==> src/hw/pwm_cfg.svh <==
// Register offsets, field positions, reset values and timing constants of the PWM block
`ifndef PWM_CFG_SVH
`define PWM_CFG_SVH
`define ADDR_W 8
`define OFS_CONTROL 8'h20
`define OFS_DUTY_LOW 8'h21
`define OFS_DUTY_HIGH 8'h22
`define OFS_PIN_FUNC 8'h14
`define RST_NIBBLE 4'h0
`define POL_BIT 3
`define SEL_HI 2
`define FINE_HI 1
`define LOWBASE_HI 3
`define LOWBASE_LO 2
`define PIN3_HI 3
`define PIN3_LO 2
`define PIN2_HI 1
`define PIN2_LO 0
`define PIN_PWM_SEL 2'h3
`define SUB_CLOCKS 7'h40
`define SUB_LAST 6'h3f
`define SUB_COUNT_LAST 2'h3
`define PRE_W 11
`define PRE_LAST_0 11'h000
`define PRE_LAST_1 11'h001
`define PRE_LAST_2 11'h003
`define PRE_LAST_3 11'h007
`define PRE_LAST_4 11'h01f
`define PRE_LAST_5 11'h07f
`define PRE_LAST_6 11'h1ff
`define PRE_LAST_7 11'h7ff
`define DIV_0 12'h001
`define DIV_1 12'h002
`define DIV_2 12'h004
`define DIV_3 12'h008
`define DIV_4 12'h020
`define DIV_5 12'h080
`define DIV_6 12'h200
`define DIV_7 12'h800
`endif

==> src/hw/pwm_pkg.sv <==
// Types shared by the PWM block
package pwm_pkg;
  typedef logic [3:0] nibble_t;
  typedef logic [5:0] duty_base_t;
  typedef enum logic {run_st, stopped_st} run_state_t;
endpackage

==> src/hw/pwm_six_plus_two_bit.sv <==
// (6+2)-bit pulse width modulator with its nibble register file
//
// How it works
// - Clock select picks 1..2048 oscillator periods
// - Polarity bit inverts the output waveform
// - Period is four sub-cycles of 64 clocks
// - Base duty six bits, fine tune two
// - First n sub-cycles use base plus one
// - High write reloads; effect at next period
// - Runs in halt, stops in stop
// - Pin output only when field is 11
// - Field 11 switches function and pin on
//
// Local design decision: the address-and-strobe port.
`timescale 1ns/1ps
`include "pwm_cfg.svh"

module pwm_six_plus_two_bit (
  input wire logic mclk,
  input wire logic srst,
  input wire logic clk_en,
  input wire logic halt_mode,
  input wire logic stop_mode,
  input wire logic [7:0] addr,
  input wire logic [3:0] wdata,
  input wire logic wr_stb,
  input wire logic rd_stb,
  output logic [3:0] rdata,
  output logic pwm_pin_out,
  output logic pwm_pin_oe,
  output logic alternate_waveform_pin,
  output logic alternate_waveform_pin_oe,
  output logic pwm_wave
);

  // ----------------------------------------
  // Helper functions
  // ----------------------------------------

  // Terminal count of the prescaler for a clock-select code
  function automatic logic [`PRE_W-1:0] pre_last(input logic [2:0] sel);
    case (sel)
      3'h0: pre_last = `PRE_LAST_0;
      3'h1: pre_last = `PRE_LAST_1;
      3'h2: pre_last = `PRE_LAST_2;
      3'h3: pre_last = `PRE_LAST_3;
      3'h4: pre_last = `PRE_LAST_4;
      3'h5: pre_last = `PRE_LAST_5;
      3'h6: pre_last = `PRE_LAST_6;
      default: pre_last = `PRE_LAST_7;
    endcase
  endfunction

  // Oscillator periods per PWM clock, kept apart from the prescaler for checking
  function automatic logic [11:0] div_ratio(input logic [2:0] sel);
    case (sel)
      3'h0: div_ratio = `DIV_0;
      3'h1: div_ratio = `DIV_1;
      3'h2: div_ratio = `DIV_2;
      3'h3: div_ratio = `DIV_3;
      3'h4: div_ratio = `DIV_4;
      3'h5: div_ratio = `DIV_5;
      3'h6: div_ratio = `DIV_6;
      default: div_ratio = `DIV_7;
    endcase
  endfunction

  // Address match helper
  function automatic logic hit(input logic [7:0] a, input logic [7:0] ofs);
    hit = (a == ofs);
  endfunction

  // ----------------------------------------
  // Register file
  // ----------------------------------------

  pwm_pkg::nibble_t waveform_control_reg_q;
  pwm_pkg::nibble_t duty_low_q;
  pwm_pkg::nibble_t duty_high_q;
  pwm_pkg::nibble_t pin_func_q;
  logic reload_req_q;
  logic reload_take;

  // Software writes; high nibble write raises a reload request
  always_ff @(posedge mclk)
  begin
    if (srst)
    begin
      waveform_control_reg_q <= `RST_NIBBLE;
      duty_low_q <= `RST_NIBBLE;
      duty_high_q <= `RST_NIBBLE;
      pin_func_q <= `RST_NIBBLE;
    end
    else if (clk_en && wr_stb)
    begin
      if (hit(addr, `OFS_CONTROL))
        waveform_control_reg_q <= wdata;
      if (hit(addr, `OFS_DUTY_LOW))
        duty_low_q <= wdata;
      if (hit(addr, `OFS_DUTY_HIGH))
        duty_high_q <= wdata;
      if (hit(addr, `OFS_PIN_FUNC))
        pin_func_q <= wdata;
    end
  end

  // Pending reload: a new write wins over the consume in the same cycle
  always_ff @(posedge mclk)
  begin
    if (srst)
      reload_req_q <= 1'b0;
    else if (clk_en)
    begin
      if (wr_stb && hit(addr, `OFS_DUTY_HIGH))
        reload_req_q <= 1'b1;
      else if (reload_take)
        reload_req_q <= 1'b0;
    end
  end

  // Read data one cycle after the read strobe; unmapped reads zero
  always_ff @(posedge mclk)
  begin
    if (srst)
      rdata <= `RST_NIBBLE;
    else if (clk_en)
    begin
      if (!rd_stb)
        rdata <= `RST_NIBBLE;
      else if (hit(addr, `OFS_CONTROL))
        rdata <= waveform_control_reg_q;
      else if (hit(addr, `OFS_DUTY_LOW))
        rdata <= duty_low_q;
      else if (hit(addr, `OFS_DUTY_HIGH))
        rdata <= duty_high_q;
      else if (hit(addr, `OFS_PIN_FUNC))
        rdata <= pin_func_q;
      else
        rdata <= `RST_NIBBLE;
    end
  end

  // ----------------------------------------
  // Run state
  // ----------------------------------------

  pwm_pkg::run_state_t run_q;

  // Halt keeps running, stop freezes the generator
  always_ff @(posedge mclk)
  begin
    if (srst)
      run_q <= pwm_pkg::run_st;
    else if (clk_en)
    begin
      case (run_q)
        pwm_pkg::run_st: if (stop_mode) run_q <= pwm_pkg::stopped_st;
        pwm_pkg::stopped_st: if (!stop_mode) run_q <= pwm_pkg::run_st;
        default: run_q <= pwm_pkg::run_st;
      endcase
    end
  end

  logic active;
  assign active = clk_en && (run_q == pwm_pkg::run_st) && !stop_mode;

  // ----------------------------------------
  // Prescaler and counters
  // ----------------------------------------

  logic [`PRE_W-1:0] pre_q;
  logic tick;
  logic [5:0] pos_q;
  logic [1:0] sub_q;
  pwm_pkg::duty_base_t base_q;
  logic [1:0] fine_q;
  logic sub_end;

  assign tick = active && (pre_q >= pre_last(waveform_control_reg_q[`SEL_HI:0]));
  assign sub_end = tick && (pos_q == `SUB_LAST);
  assign reload_take = sub_end && (sub_q == `SUB_COUNT_LAST);

  // Prescaler divides the oscillator down to the PWM clock
  always_ff @(posedge mclk)
  begin
    if (srst)
      pre_q <= '0;
    else if (active)
      pre_q <= tick ? '0 : pre_q + 1'b1;
  end

  // Position within a sub-cycle and sub-cycle index
  always_ff @(posedge mclk)
  begin
    if (srst)
    begin
      pos_q <= '0;
      sub_q <= '0;
    end
    else if (tick)
    begin
      pos_q <= pos_q + 1'b1;
      if (sub_end)
        sub_q <= sub_q + 1'b1;
    end
  end

  // Reload counter takes the duty only at a period boundary
  always_ff @(posedge mclk)
  begin
    if (srst)
    begin
      base_q <= '0;
      fine_q <= '0;
    end
    else if (reload_take && reload_req_q)
    begin
      base_q <= {duty_high_q, duty_low_q[`LOWBASE_HI:`LOWBASE_LO]};
      fine_q <= duty_low_q[`FINE_HI:0];
    end
  end

  // ----------------------------------------
  // Waveform
  // ----------------------------------------

  logic [6:0] eff_duty;
  logic raw_high;
  logic wave_d;

  assign eff_duty = {1'b0, base_q} + {6'h00, (sub_q < fine_q)};
  assign raw_high = ({1'b0, pos_q} < eff_duty);
  assign wave_d = raw_high ^ waveform_control_reg_q[`POL_BIT];

  // Registered waveform
  always_ff @(posedge mclk)
  begin
    if (srst)
      pwm_wave <= 1'b0;
    else if (clk_en)
      pwm_wave <= wave_d;
  end

  // Pin routing by the function fields
  logic pin3_sel;
  logic pin2_sel;
  assign pin3_sel = (pin_func_q[`PIN3_HI:`PIN3_LO] == `PIN_PWM_SEL);
  assign pin2_sel = (pin_func_q[`PIN2_HI:`PIN2_LO] == `PIN_PWM_SEL);
  assign pwm_pin_out = pin3_sel & pwm_wave;
  assign pwm_pin_oe = pin3_sel;
  assign alternate_waveform_pin = pin2_sel & pwm_wave;
  assign alternate_waveform_pin_oe = pin2_sel;

  // ----------------------------------------
  // Assertions
  // ----------------------------------------

  // Checker helper: oscillator cycles since the last PWM clock, restarted on a clock-select write
  logic [11:0] gap_q;
  logic gap_ok_q;
  always_ff @(posedge mclk)
  begin
    if (srst)
    begin
      gap_q <= '0;
      gap_ok_q <= 1'b0;
    end
    else if (clk_en && wr_stb && hit(addr, `OFS_CONTROL))
    begin
      gap_q <= '0;
      gap_ok_q <= 1'b0;
    end
    else if (active)
    begin
      gap_q <= tick ? '0 : gap_q + 1'b1;
      gap_ok_q <= gap_ok_q | tick;
    end
  end
endmodule

==> config.mk <==
export PLATFORM = sky130hd
export DESIGN_NAME = pwm_six_plus_two_bit
export DESIGN_NICKNAME = d
export VERILOG_FILES = /design/src/hw/pwm_pkg.sv /design/src/hw/pwm_six_plus_two_bit.sv
export VERILOG_INCLUDE_DIRS = /design/src /design/src/hw
export SDC_FILE = /design/constraint.sdc
export NUM_CORES = 1
export LEC_CHECK = 0
export BUFFER_PORTS_ARGS = -buffer_cell sky130_fd_sc_hd__buf_4
export CORE_UTILIZATION = 51
export CTS_BUF_LIST = sky130_fd_sc_hd__clkbuf_8
export DETAILED_ROUTE_END_ITERATION = 7
export GPL_TIMING_DRIVEN = 0
export PLACE_DENSITY_LB_ADDON = 0.2
export RECOVER_POWER = 100
export SYNTH_ARGS = -nofsm -noshare
export SYNTH_HDL_FRONTEND = slang
export SYNTH_SLANG_ARGS = --single-unit
==> constraint.sdc <==
create_clock -name mclk -period 3.14 [get_ports mclk]
set_input_delay 0.314 -clock mclk [delete_from_list [all_inputs] [get_ports mclk]]
set_output_delay 0.314 -clock mclk [all_outputs]
set_load 0.02 [all_outputs]
==> results_dict.tcl <==
set metrics [dict create \
    grt_pass1_vias 2439 \
    worstSkewPairLatency_ns 0.30 \
    period_minus_slack_ns 2.794 \
    synthTopCellsByArea "dfxtp_1 35%, mux2i_1 9.7%, ha_1 8.6%, nand2b_1 5.0%, nor2_1 4.3%" \
    rsz0062_at_grt "false" \
    relSlewSlack_pct 33.62 \
    ys_seq_area_share_pct 34.54 \
    synth_edf_count 0 \
    status "complete, no violations" \
    cp.required_ns 3.37 \
    synth_area_sq_um 2898 \
    dpl.cell_count 422 \
    die_w_um 77.38 \
    finalSetupViolCount 0 \
    fmax_ghz 0.3579 \
    gr-usage-met3_pct 4.588 \
    grt_usage_pct 24.36 \
    busiest_layer "met2" \
    instances_no_fill 429 \
    drtIter0Drc 127 \
    firstDrtPassIters 4 \
    area_delta_synth_final_pct 11.74 \
    hold_viol_final 0 \
    die_area_sq_um 5988 \
    cts_resized 0 \
    core_area_sq_um 5507 \
    p_leak_nw 1.353 \
    cts_buffers 5 \
    antenna_left 0 \
    ys_ff_latch 50 \
    cts.reportedPaths.clkPinSlew_ns 0.09 \
    synth_top_cell_by_area "dfxtp_1" \
    drt-total-wl_um 6388 \
    final_common_cell "dfxtp_1" \
    cp-startpoint "waveform_control_reg_q[2]" \
    gp_congestion 0.8976 \
    row_count 27 \
    timing.rr.end "base_q[1]" \
    power.density_nw_per_um2 364.7 \
    holdPathStages 3 \
    cts_tree "yes" \
    start_util_pct 52.62 \
    tightest_slew_ns 0.9852 \
    pre_cts_ws_ns 0.4414 \
    placed_area_sq_um 3168 \
    wire_per_inst_um 14.89 \
    critical_path.endpoint "base_q[1]" \
    syn_nets 365 \
    root_buffer "clkbuf_8" \
    io_buffers 24 \
    grt_start_max_net_pins 15 \
    p_total_w 0.001181 \
    fp.dieH_um 77.38 \
    ir_worst_vdd_mv 0.1859 \
    layout_common_cells "50 x dfxtp_1, 33 x nor2_1, 28 x mux2i_1" \
    critPathMaxFanout 9 \
    period_share_pct 88.99 \
    nets 396 \
    antenna_found_initial 0 \
    maxCapViolCount 0 \
    drive_above_1_share_pct 9.244 \
    grt-ovfl-total 0 \
    post-cts-setup-buffer-count 0 \
    path_class "reg -> reg" \
    syn_area_per_cell_sq_um 8.889 \
    crit_arrival_ns 3.02 \
    synth_flop_cell "dfxtp_1" \
    finalSetupTns_ns 0 \
    hp-class "in -> reg" \
    cts_hold_buf 0 \
    stdcell_area_sq_um 3238 \
    clock_path_buffers 2 \
    diodes 0 \
    use_met2_pct 39.65 \
    r2r_slack_ns 0.35 \
    fin_skew_ns 0.008167 \
    syn_inst 326 \
    synth_warnings 0 \
    drv_slew 0 \
    grt_pass1_wl_um 11600 \
    synth.distinct_cells 48 \
    pin_count 28 \
    grtUsageMet1_pct 32.36 \
    viasPerCell 5.664 \
    place_hpwl_um 4841 \
    clock_sinks 50 \
    htreeDepth 2 \
    startpoint_type "flip-flop" \
    r2r_cells 8 \
    rr_startpoint "waveform_control_reg_q[2]" \
    routed-via-count 2430 \
    drc 0 \
    async_reset_ff_share_pct 0 \
    critPathCaptureType "flip-flop" \
    fin_ws_ns 0.3456 \
    synth.top_cell.area_share_pct 34.54 \
]
## critical path, cell delays in order (launching register included)
cell and delay [ns]:
dfxtp_1 0.31, buf_2 0.20, nand3_1 0.14, ha_1 0.34, nand2_1 0.05, o21ai_0 0.76, nand2_1 0.12, o21ai_1 0.53
mux2i_1 0.26
## Yosys cell counts (2+ instances only)
| master | count |
|---|---|
| o2111ai_1 | 2 |
| a21oi_1 | 12 |
| nor2_1 | 33 |
| nand2b_1 | 23 |
| o21ai_0 | 4 |
| a22oi_1 | 8 |
| and3_1 | 9 |
| nand4_1 | 10 |
| inv_1 | 8 |
| ha_1 | 20 |
| mux2i_1 | 28 |
| dfxtp_1 | 50 |
| xnor2_1 | 4 |
| or3_1 | 2 |
| o211ai_1 | 2 |
| buf_2 | 4 |
| nor3_1 | 13 |
| a211o_1 | 4 |
| o21ai_1 | 2 |
| nor2b_1 | 9 |
| nand2_1 | 18 |
| clkbuf_1 | 8 |
| xor2_1 | 8 |
| a21o_1 | 5 |
| mux2_1 | 5 |
| and2_1 | 5 |
| o21a_1 | 3 |
| nand3_1 | 7 |
## worst min path at each step
stage / slack [ns] / start / to
floorplan: 0.45 / fine_q[1] / fine_q[1]
global placement: 0.47 / fine_q[1] / fine_q[1]
detailed placement: 0.48 / base_q[0] / base_q[0]
CTS: 0.27 / stop_mode / run_q
global route: 0.29 / wdata[3] / waveform_control_reg_q[3]
finish: 0.28 / stop_mode / run_q
## per-layer routing
layer | routed length, um | vias to the layer above | part of all wire [%]
met5 | 0 | - | 0
met4 | 85 | 0 | 1.3
met3 | 253 | 8 | 4.0
met2 | 3044 | 45 | 48
met1 | 3004 | 1149 | 47
li1 | - | 1228 | -
## state kept, by name, indices dropped and copies added (netlist names)
signal / flops
base_q: 6
duty_high_q: 4
duty_low_q: 4
fine_q: 2
pin_func_q: 4
pos_q: 6
pre_q: 11
pwm_wave: 1
rdata: 4
reload_req_q: 1
run_q: 1
sub_q: 2
waveform_control_reg_q: 4
## per-stage QoR
stage / util, % / hold slack [ns]
floorplan: - / 0.4489
detailed placement: 57.53 / 0.4759
global placement: 57.53 / 0.4653
CTS: 59.58 / 0.2739
finish: 58.80 / 0.2832
global route: 58.80 / 0.2877
## cells by family (layout without fill, tap and decap cells)
| family | after synthesis | count (layout) | synth area share (%) |
|---|---|---|---|
| buf+inv | 22 | 53 | 3.281 |
| flops | 50 | 50 | 34.54 |
| fa+ha+maj | 20 | 20 | 8.636 |
| compound gates | 52 | 52 | 12.82 |
| simple gates | 136 | 136 | 25.09 |
| mux | 34 | 34 | 12.00 |
| xor+xnor | 12 | 12 | 3.627 |
## where the power goes
part	switching, W	leakage (nW)	internal, W	total (W)
clock	0.000212	0.0573	0.000255	0.000467
combinational	0.0000436	0.893	0.0000318	0.0000754
sequential	0.00000273	0.403	0.000636	0.000639
## area by class of cell
| type | count | area [sq um] |
|---|---|---|
| Timing Repair Buffer | 24 | 150.1 |
| Clock inverter | 1 | 30.03 |
| Tap cell | 72 | 90.09 |
| Sequential cell | 50 | 1001 |
| Fill cell | 502 | 2268 |
| Inverter | 8 | 30.03 |
| Clock buffer | 6 | 82.58 |
| Multi-Input combinational cell | 254 | 1790 |
| Buffer | 14 | 63.81 |
Note: power is estimated with default switching activity, not from simulation.
